`config.mk`:
```
export PLATFORM = sky130hd
export DESIGN_NAME = cdl_core
export DESIGN_NICKNAME = d
export VERILOG_FILES = /design/src/core/cdl_pkg.sv /design/src/core/cdl_core.sv
export SDC_FILE = /design/constraint.sdc
export NUM_CORES = 1
export LEC_CHECK = 0
export BUFFER_PORTS_ARGS = -buffer_cell sky130_fd_sc_hd__buf_2
export CAP_MARGIN = 10
export CELL_PAD_IN_SITES_DETAIL_PLACEMENT = 1
export CELL_PAD_IN_SITES_GLOBAL_PLACEMENT = 2
export CORE_MARGIN = 2
export CORE_UTILIZATION = 29
export DETAILED_ROUTE_END_ITERATION = 7
export PLACE_DENSITY_LB_ADDON = 0.1
export SLEW_MARGIN = 25
export SYNTH_ARGS = -nofsm -noshare
export SYNTH_HDL_FRONTEND = slang
export SYNTH_SLANG_ARGS = --single-unit
```
`constraint.sdc`:
```
create_clock -name aclk -period 2.05 [get_ports aclk]
set_input_delay 0.41 -clock aclk [delete_from_list [all_inputs] [get_ports aclk]]
set_output_delay 0.41 -clock aclk [all_outputs]
set_load 0.02 [all_outputs]
```
`src/core/cdl_pkg.sv`:
```
/*
 Constants, state codes and carrier types of the coded door lock core.
 Assumes one 100 MHz clock and a user interface that announces digits.
*/
package cdl_pkg;
    // code shape
    localparam int CODE_DIGITS = 3;
    localparam int RANK_W = 2;
    localparam int DIGIT_W = 8;
    // power-up content of each secret slot, a plain default
    localparam logic [DIGIT_W-1:0] SECRET_BLANK = 8'h00;
    // register map, byte addresses
    localparam int ADDR_W = 4;
    localparam logic [ADDR_W-1:0] CTRL_ADDR = 4'h0;
    localparam logic [ADDR_W-1:0] STATUS_ADDR = 4'h4;
    // control fields
    localparam int CTRL_EN_BIT = 0;
    localparam int CTRL_LOCK_BIT = 1;
    localparam logic CTRL_EN_RESET = 1'h1;
    // bus responses
    localparam logic [1:0] RESP_OKAY = 2'h0;
    localparam logic [1:0] RESP_SLVERR = 2'h2;

    typedef enum logic [1:0] {
        CDL_LOCKED = 2'b00,
        CDL_RECOG = 2'b01,
        CDL_OPEN = 2'b10,
        CDL_SECRET = 2'b11
    } cdl_state_t;

    // user-interface inputs
    typedef struct packed {
        logic digit_flag;
        logic [DIGIT_W-1:0] digit_value;
        logic change_req;
        logic lock_req;
    } cdl_ui_t;

    // status word, low bits of the status register
    typedef struct packed {
        cdl_state_t state;
        logic [RANK_W-1:0] rank;
        logic door_open;
    } cdl_status_t;
endpackage
```
`src/core/cdl_core.sv`:
```
/*
 Coded door lock core: sequencer, digit counter, secret and entered
 digit slots, comparator and an AXI4-Lite register slave.
 Assumes user-interface inputs synchronous to aclk, one flag per digit.
*/
`timescale 1ns/1ps
module cdl_core #(
    parameter int NUM_DIGITS = cdl_pkg::CODE_DIGITS
) (
    // clock and reset
    input wire logic aclk,
    input wire logic aresetn,
    // axi4-lite write address
    input wire logic awvalid,
    output logic awready,
    input wire logic [cdl_pkg::ADDR_W-1:0] awaddr,
    input wire logic [2:0] awprot,
    // axi4-lite write data
    input wire logic wvalid,
    output logic wready,
    input wire logic [31:0] wdata,
    input wire logic [3:0] wstrb,
    // axi4-lite write response
    output logic bvalid,
    input wire logic bready,
    output logic [1:0] bresp,
    // axi4-lite read address
    input wire logic arvalid,
    output logic arready,
    input wire logic [cdl_pkg::ADDR_W-1:0] araddr,
    input wire logic [2:0] arprot,
    // axi4-lite read data
    output logic rvalid,
    input wire logic rready,
    output logic [31:0] rdata,
    output logic [1:0] rresp,
    // user interface
    input wire cdl_pkg::cdl_ui_t ui,
    // lock side
    output logic door_open,
    output cdl_pkg::cdl_state_t mode
);
    import cdl_pkg::*;

    // the rank counter must be able to name every slot
    if (NUM_DIGITS < 2 || NUM_DIGITS > (1 << RANK_W)) begin : g_bad_digits
        $error("NUM_DIGITS out of range");
    end

    localparam logic [RANK_W-1:0] RANK_FIRST = '0;
    localparam logic [RANK_W-1:0] RANK_ONE = RANK_W'(1);
    localparam logic [RANK_W-1:0] RANK_LAST = RANK_W'(NUM_DIGITS - 1);

    // true when the counter points at slot idx
    function automatic logic rank_hit(input logic [RANK_W-1:0] r, input int idx);
        rank_hit = (r == RANK_W'(idx));
    endfunction

    // only the two documented words answer OKAY
    function automatic logic reg_known(input logic [ADDR_W-1:0] a);
        reg_known = (a == CTRL_ADDR) || (a == STATUS_ADDR);
    endfunction

    cdl_state_t state;
    cdl_state_t next_state;
    logic [RANK_W-1:0] rank;
    logic [RANK_W-1:0] next_rank;
    // secret slots start from a known blank code; without it the first
    // verdict would be unknown and nobody could ever reach secret entry
    logic [NUM_DIGITS-1:0][DIGIT_W-1:0] nv_slot = {NUM_DIGITS{SECRET_BLANK}};
    logic [NUM_DIGITS-1:0][DIGIT_W-1:0] ram_slot;
    logic [NUM_DIGITS-1:0] nv_we;
    logic [NUM_DIGITS-1:0] ram_we;
    logic [NUM_DIGITS-1:0] slot_eq;
    logic entry_en;
    logic sw_lock;
    logic aw_held;
    logic w_held;
    logic [ADDR_W-1:0] wr_addr;
    logic [31:0] wr_data;
    logic [3:0] wr_strb;

    // internal conditions of the sequencer
    wire in_secret = (state == CDL_SECRET);
    wire accept = ui.digit_flag && entry_en && (state != CDL_OPEN);
    wire first_digit = accept && (rank == RANK_FIRST);
    wire last_digit = accept && (rank == RANK_LAST);
    wire code_right = &slot_eq;
    wire lock_cmd = ui.lock_req || sw_lock;

    // slot strobes; the last entered digit is compared straight off
    // the input so the verdict lands on the same edge as the digit
    for (genvar i = 0; i < NUM_DIGITS; i++) begin : g_slot
        assign nv_we[i] = accept && in_secret && rank_hit(rank, i);
        assign ram_we[i] = accept && !in_secret && rank_hit(rank, i);
        if (i == NUM_DIGITS - 1) begin : g_live
            assign slot_eq[i] = (nv_slot[i] == ui.digit_value);
        end else begin : g_held
            assign slot_eq[i] = (nv_slot[i] == ram_slot[i]);
        end
    end

    // secret slots have no reset so the code outlives a reset;
    // real retention across power loss needs a non-volatile macro here
    always_ff @(posedge aclk) begin
        for (int i = 0; i < NUM_DIGITS; i++) begin
            if (nv_we[i]) begin
                nv_slot[i] <= ui.digit_value;
            end
        end
    end

    // entered digits, volatile
    always_ff @(posedge aclk) begin
        if (!aresetn) begin
            ram_slot <= '0;
        end else begin
            for (int i = 0; i < NUM_DIGITS; i++) begin
                if (ram_we[i]) begin
                    ram_slot[i] <= ui.digit_value;
                end
            end
        end
    end

    // digit counter: wraps to the first slot on the last digit
    assign next_rank = last_digit ? RANK_FIRST : (accept ? rank + RANK_ONE : rank);

    // sequencer; lock wins over change when both come together
    always_comb begin
        next_state = state;
        case (state)
            CDL_LOCKED: begin
                if (first_digit) begin
                    next_state = CDL_RECOG;
                end
            end
            CDL_RECOG: begin
                if (last_digit) begin
                    next_state = code_right ? CDL_OPEN : CDL_LOCKED;
                end
            end
            CDL_OPEN: begin
                if (lock_cmd) begin
                    next_state = CDL_LOCKED;
                end else if (ui.change_req) begin
                    next_state = CDL_SECRET;
                end
            end
            CDL_SECRET: begin
                if (last_digit) begin
                    next_state = CDL_OPEN;
                end
            end
            default: begin
                next_state = CDL_LOCKED;
            end
        endcase
    end

    // sequencer registers
    always_ff @(posedge aclk) begin
        if (!aresetn) begin
            state <= CDL_LOCKED;
            rank <= RANK_FIRST;
            door_open <= 1'b0;
        end else begin
            state <= next_state;
            rank <= next_rank;
            door_open <= (next_state == CDL_OPEN);
        end
    end

    assign mode = state;

    // bus slave: address and data are held separately, any order
    wire aw_take = awvalid && awready;
    wire w_take = wvalid && wready;
    wire wr_go = aw_held && w_held && !bvalid;
    wire ar_take = arvalid && arready;
    assign awready = !aw_held && !bvalid;
    assign wready = !w_held && !bvalid;
    assign arready = !rvalid;

    // read mux; the stored secret is never readable
    wire cdl_status_t status_now = '{state: state, rank: rank, door_open: door_open};
    wire [31:0] ctrl_word = 32'(entry_en) << CTRL_EN_BIT;
    wire [31:0] status_word = 32'(status_now);
    wire [31:0] read_word = (araddr == CTRL_ADDR) ? ctrl_word :
                            (araddr == STATUS_ADDR) ? status_word : 32'h0000_0000;
    wire ctrl_wr = wr_go && (wr_addr == CTRL_ADDR) && wr_strb[0];

    // write channel capture
    always_ff @(posedge aclk) begin
        if (!aresetn) begin
            aw_held <= 1'b0;
            w_held <= 1'b0;
            wr_addr <= '0;
            wr_data <= '0;
            wr_strb <= '0;
        end else begin
            if (aw_take) begin
                aw_held <= 1'b1;
                wr_addr <= awaddr;
            end else if (wr_go) begin
                aw_held <= 1'b0;
            end
            if (w_take) begin
                w_held <= 1'b1;
                wr_data <= wdata;
                wr_strb <= wstrb;
            end else if (wr_go) begin
                w_held <= 1'b0;
            end
        end
    end

    // write response and control register; lock bit is a pulse
    always_ff @(posedge aclk) begin
        if (!aresetn) begin
            bvalid <= 1'b0;
            bresp <= RESP_OKAY;
            entry_en <= CTRL_EN_RESET;
            sw_lock <= 1'b0;
        end else begin
            sw_lock <= ctrl_wr && wr_data[CTRL_LOCK_BIT];
            if (ctrl_wr) begin
                entry_en <= wr_data[CTRL_EN_BIT];
            end
            if (wr_go) begin
                bvalid <= 1'b1;
                bresp <= reg_known(wr_addr) ? RESP_OKAY : RESP_SLVERR;
            end else if (bready) begin
                bvalid <= 1'b0;
            end
        end
    end

    // read response
    always_ff @(posedge aclk) begin
        if (!aresetn) begin
            rvalid <= 1'b0;
            rdata <= '0;
            rresp <= RESP_OKAY;
        end else if (ar_take) begin
            rvalid <= 1'b1;
            rdata <= read_word;
            rresp <= reg_known(araddr) ? RESP_OKAY : RESP_SLVERR;
        end else if (rready) begin
            rvalid <= 1'b0;
        end
    end
endmodule

```
==> results of run 1 <==
==> worst max-delay path, cell delays in order, from the launching register on <==
cell and delay [ns]:
dfxtp_1 0.51, inv_2 0.08, a21oi_4 0.18, nand4_1 0.12, or4_4 0.57, a21oi_2 0.15
==> cells in the final DEF (no fill, tap or decap), types with 2 or more instances in the layout <==
| master | count |
|---|---|
| mux2i_1 | 9 |
| nand3_1 | 3 |
| and3_1 | 3 |
| xnor2_1 | 23 |
| a21boi_0 | 15 |
| nor2b_1 | 17 |
| a22oi_1 | 4 |
| nor2_1 | 6 |
| a21oi_1 | 2 |
| nor3_1 | 2 |
| a21boi_1 | 3 |
| edfxtp_1 | 24 |
| nor3b_1 | 2 |
| and2_1 | 6 |
| ha_1 | 3 |
| inv_1 | 3 |
| nand2_1 | 42 |
| o211a_1 | 3 |
| buf_2 | 43 |
| nand4_1 | 7 |
| bufinv_16 | 3 |
| clkbuf_8 | 10 |
| dfxtp_1 | 41 |
| nand2b_1 | 3 |
| conb_1 | 29 |
==> registers in the layout, indices dropped and copies added, names as in the netlist, 2 cells and up <==
signal,flops
rank,2
nv_slot,24
wr_addr,4
ram_slot,16
rdata,5
wr_data,2
mode,2
==> area by class of cell <==
type | count | area [sq um] | area share [%]
clock buffer | 11 | 141 | 4.14
clock inverter | 5 | 103 | 3.00
inverter | 4 | 15.0 | 0.440
multi-input combinational | 197 | 1220 | 35.9
sequential | 65 | 1540 | 45.1
tap | 133 | 166 | 4.87
timing repair buffer | 44 | 223 | 6.52
==> how the worst max path moves through the flow <==
stage / endpoint / startpoint / cells past startpoint
after floorplan: door_open / mode[0] / 5
after global placement: door_open / ui[10] / 6
after detailed placement: door_open / ui[10] / 6
after CTS: door_open / rank[0] / 6
after global routing: door_open / rank[0] / 6
final: door_open / mode[0] / 5
==> per-layer routing <==
layer	up-vias	part of all wire [%]	track usage [%]
li1	964	-	-
met1	904	48	15.5
met2	48	46	19.1
met3	9	4.7	4.20
met4	0	1.5	4.63
met5	-	0	0
==> power breakdown <==
part / internal [W] / leakage (nW) / switching [W]
combinational: 0.000114 / 0.654 / 0.000196
sequential: 0.00138 / 0.551 / 0.0000351
clock: 0.000840 / 0.121 / 0.000491
==> cells by family after synthesis <==
logic type / after synthesis / synth area share [%]
fa+ha+maj: 3 / 1.29
simple gates: 97 / 17.1
mux: 10 / 3.47
compound gates: 34 / 9.00
other cells: 1 / 0.128
buf+inv: 41 / 9.04
flops: 65 / 52.8
xor+xnor: 24 / 7.20
==> per-stage QoR <==
step | total power, W | setup WS, ns | cells | area (sq um) | utilization, %
floorplan | 0.00169 | 0.447 | 303 | 3020 | -
CTS | 0.00311 | 0.176 | 459 | 3410 | 34.9
detailed placement | 0.00176 | 0.199 | 443 | 3160 | 32.4
global route | 0.00321 | 0.242 | 459 | 3410 | 34.9
global placement | 0.00175 | 0.177 | 443 | 3160 | 32.4
finish | 0.00306 | 0.378 | 459 | 3410 | 34.9
==> flow_summary.toml, run 1 <==
[outcome]
status = "complete, no violations"

[timing]
min_period_over_period_pct = 81.6
finClkSkew_ns = 0.00753
tns_ns = 0
hold_viol_final = 0
setup_viol = 0
timing.fmax_mhz = 598
finalCriticalPeriod_ns = 1.67
max-slew-margin-rel_pct = 62.2
rsz0062_at_grt = "no"
worst_slew_pin_slew_ns = 0.566
final-max-slew-violation-count = 0
holdWs_ns = 0.318

[logic_synthesis]
synth_area_leader_cell = "dfxtp_1"
synth_edf_count = 24
synth.most_common_cell = "nand2_1"
ys_ff_latch = 65
synth_area_per_cell_sq_um = 10.6
synth_area_leaders = "dfxtp_1, edfxtp_1, buf_4"
synthArstFlopShare_pct = 0
synth_common_cells = "nand2_1, dfxtp_1, buf_4"
synth_flop_cell = "dfxtp_1"
synth_top_area_share_pct = 28.1
yosysWarnings = 0
synthCells = 275
synth.distinct_cells = 41
synth_area_sq_um = 2920
synth_seq_area_share_pct = 52.8

[global_route]
grt_pass1_vias = 1891
grt_overflow_total = 0
antenna_found_initial = 0
grt_max_degree = 41
grt_usage_pct = 12.2
grt_pass1_wl_mm = 10.1

[placed_design]
port_buffers = 43
dpl.hpwl_mm = 4.43
place_congestion = 0.678

[clock_network]
clk_pin_slew_ns = 0.07
root_buffer = "clkbuf_8"
cts_buffers = 9
worstSkewPairLatency_ns = 0.34
postCtsSetupBuffers = 0
cts_buffer_depth = 2
cts_sinks = 65
cts_tree = "yes"
cts_max_level = 3
ctsResizeCount = 0
cts_hold_buf = 0

[route]
drc_errors = 0
dr.pass1.iters = 4
drt_iter0_markers = 40
via_count = 1925
post_drt_wl_per_cell_microns = 13.7
routed_wl_mm = 6.29
avgViaCountPerCell = 4.19
ant_nets = 0

[floorplan]
initial_core_util_pct = 29.9
core_area_sq_um = 9770
dieArea_sq_um = 10900
ios = 112
die_y_microns = 104
num_rows = 36
die_x_microns = 104

[finish]
area_growth_pct = 17.0
drive_above_1_share_pct = 19.9
insertedDiodeCount = 0
nets = 392
fill_cells = 1119

[setup_path]
r2r-end = "door_open"
regToRegSetupSlack_ns = 0.38
required_ns = 2.32
reg2reg_from = "mode[0]"
arrival_ns = 1.94
endpoint_kind = "register"
critPathLaunchType = "register"
path_max_fanout = 8
r2r_cells = 5
crit_type = "reg -> reg"

[pwr]
p_leak_nw = 1.33
max-vdd-ir-drop_v = 0.000375
cellPowerDensity_nw_per_um2 = 895

[min_path]
holdPathEnd = "rvalid"
worstHoldPathType = "in -> reg"
min_path_cells = 2
holdCritStartpoint = "arvalid"

[job]
maxCapViolations = 0
Power figures use the tool's default switching activity.
==> run 2: changes to the inputs <==
--- a/config.mk
+++ b/config.mk
@@ -5,12 +5,13 @@
 export SDC_FILE = /design/constraint.sdc
 export NUM_CORES = 1
 export LEC_CHECK = 0
+export ABC_AREA = 1
 export BUFFER_PORTS_ARGS = -buffer_cell sky130_fd_sc_hd__buf_2
 export CAP_MARGIN = 10
 export CELL_PAD_IN_SITES_DETAIL_PLACEMENT = 1
 export CELL_PAD_IN_SITES_GLOBAL_PLACEMENT = 2
 export CORE_MARGIN = 2
-export CORE_UTILIZATION = 29
+export CORE_UTILIZATION = 27
 export DETAILED_ROUTE_END_ITERATION = 7
 export PLACE_DENSITY_LB_ADDON = 0.1
 export SLEW_MARGIN = 25
==> constraint.sdc (replaced) <==
create_clock -name aclk -period 1.6 [get_ports aclk]
set_input_delay 0.32 -clock aclk [delete_from_list [all_inputs] [get_ports aclk]]
set_output_delay 0.32 -clock aclk [all_outputs]
set_load 0.02 [all_outputs]
==> flow_summary.toml, run 2 <==
[clock_network]
cts_buffer_depth = 2
clk_pin_slew_ns = 0.07
cts_tree = "yes"
root_buffer = "clkbuf_8"
cts_hold_buf = 0
cts_buffers = 9
worstSkewPairLatency_ns = 0.34
cts_max_level = 3
ctsResizeCount = 0
cts_sinks = 65
postCtsSetupBuffers = 0

[logic_synthesis]
synth_common_cells = "nand2_1, inv_1, dfxtp_1"
synthCells = 388
synth-simple-area-share_pct = 19.7
synth_seq_area_share_pct = 50.7
synth.most_common_cell = "nand2_1"
synth_area_sq_um = 3040
synthAdderAreaFrac_pct = 1.24
synth_flop_cell = "dfxtp_1"
synthMuxAreaShare_pct = 0
synth_edf_count = 24
ys_ff_latch = 65
synthArstFlopShare_pct = 0
synth_xor_area_share_pct = 0.288
synth_area_leader_cell = "dfxtp_1"
synth_area_per_cell_sq_um = 7.83
synth-compound-area-share_pct = 11.1
yosysWarnings = 0
synth_top_area_share_pct = 27.0
synth.distinct_cells = 25
synth_area_leaders = "dfxtp_1, edfxtp_1, nand2_1"
synth_top_family_by_area = "simple AND/OR/NAND/NOR gates"

[timing]
timing.fmax_mhz = 705
hold_viol_final = 0
final-max-slew-violation-count = 0
finalCriticalPeriod_ns = 1.42
setup_viol = 0
finClkSkew_ns = 0.0106
min_period_over_period_pct = 88.7
rsz0062_at_grt = "no"
tns_ns = 0

[setup_path]
crit_path_cell_trace = "buf_4 > buf_2"
cp_slowest_cell = "dfxtp_1"
regToRegSetupSlack_ns = 0.22
path_max_fanout = 5
arrival_ns = 1.10
critPathLaunchType = "register"
r2r-end = "door_open"
max_stage_delay_ns = 0.43
r2r_cells = 10
reg2reg_from = "mode[0]"
endpoint_kind = "primary output"
required_ns = 1.28
crit_type = "reg -> out"

[global_route]
grt_overflow_total = 0
grt_usage_pct = 13.2
grt_pass1_wl_mm = 12.0
grt_pass1_vias = 2438
grt_max_degree = 16
antenna_found_initial = 0

[floorplan]
num_rows = 38
core_area_sq_um = 10900
ios = 112
die_x_microns = 110
initial_core_util_pct = 27.9
die_y_microns = 110
dieArea_sq_um = 12100

[route]
drc_errors = 0
ant_nets = 0
via_count = 2429
drt_iter0_markers = 50
avgViaCountPerCell = 4.12
dr.pass1.iters = 4
post_drt_wl_per_cell_microns = 11.9
routed_wl_mm = 7.02

[finish]
final_cell_mix = "nand2_1, inv_1, buf_2"
nets = 516
final_common_cell = "nand2_1"
insertedDiodeCount = 0
seqCellArea_sq_um = 1540
top_regs = "nv_slot (24), ram_slot (16), rdata (5)"
area_growth_pct = 16.8
fin_util_pct = 32.6
top_register = "nv_slot"
drive_above_1_share_pct = 16.3
largest_register_ffs = 24
fill_cells = 1371
multi_input_area_sq_um = 1090

[min_path]
holdPathEnd = "bvalid"
min_path_cells = 4
holdCritStartpoint = "bready"
worstHoldPathType = "in -> reg"

[placed_design]
port_buffers = 43
dpl.hpwl_mm = 5.26
place_congestion = 0.718

[pwr]
max-vdd-ir-drop_v = 0.000446
p_leak_nw = 1.72
p_total_w = 0.00350
cellPowerDensity_nw_per_um2 = 987

[job]
maxCapViolations = 0

[outcome]
status = "complete, no violations"
[run 2: cell count changes after synthesis, moves of 5 or more]
cell      previous run  this run
a21boi_0            15         0
inv_1                3        69
o21ai_0              1        25
nor2b_1             17         0
and2_1               6         0
a21oi_1              2        32
nor2_1               6        31
mux2i_1              9         0
nand2_1             42       102
xnor2_1             23         0
nand3_1              3         8
[run 2: cell type report]
type	count	area share, %
timing repair buffer	54	8.75
multi-input combinational	245	30.7
inverter	70	7.41
sequential	65	43.5
tap	140	4.94
clock buffer	14	4.59
clock inverter	1	0.141
[run 2: cell families after synthesis]
kind of cell,count (synthesis)
other,1
buffers and inverters,106
AOI/OAI and AO/OA,63
and+or+nand+nor,149
xor gates and xnor gates,1
adders and majority gates,3
DFF,65
[run 2: worst max path at each step]
stage	slack, ns	from	end
after global routing	0.02	mode[0]	door_open
after global placement	0.17	ui[4]	door_open
after detailed placement	0.15	ui[4]	door_open
after floorplan	0.09	mode[1]	nv_slot[0]
after CTS	0.13	mode[1]	mode[1]
final	0.18	mode[1]	mode[1]
[run 2: critical path: cells and delay by family, from the launching register on]
kind | cells | cell delay [ns]
flip-flops | 1 | 0.43
buffers and inverters | 2 | 0.34
[run 2: per-stage QoR]
step	area (sq um)	cells	hold WS (ns)	setup slack, ns
final	3550	589	0.234	0.181
after global routing	3550	589	0.244	0.0236
after CTS	3550	589	0.212	0.135
after detailed placement	3380	574	0.450	0.152
after global placement	3380	574	0.443	0.167
after floorplan	3140	416	0.419	0.0905
[run 2: metal layers]
layer	vias up	wire (microns)	track usage, %
met5	-	0	0
met4	0	112	5.42
met3	9	246	2.65
met2	44	3210	20.5
met1	1119	3450	17.8
li1	1257	-	-
[run 2: power by group]
group	switching, W	total, W	internal, W
Sequential	0.0000381	0.00182	0.00178
Combinational	0.000290	0.000424	0.000134
Clock	0.000619	0.00126	0.000639
Total	0.000948	0.00350	0.00255
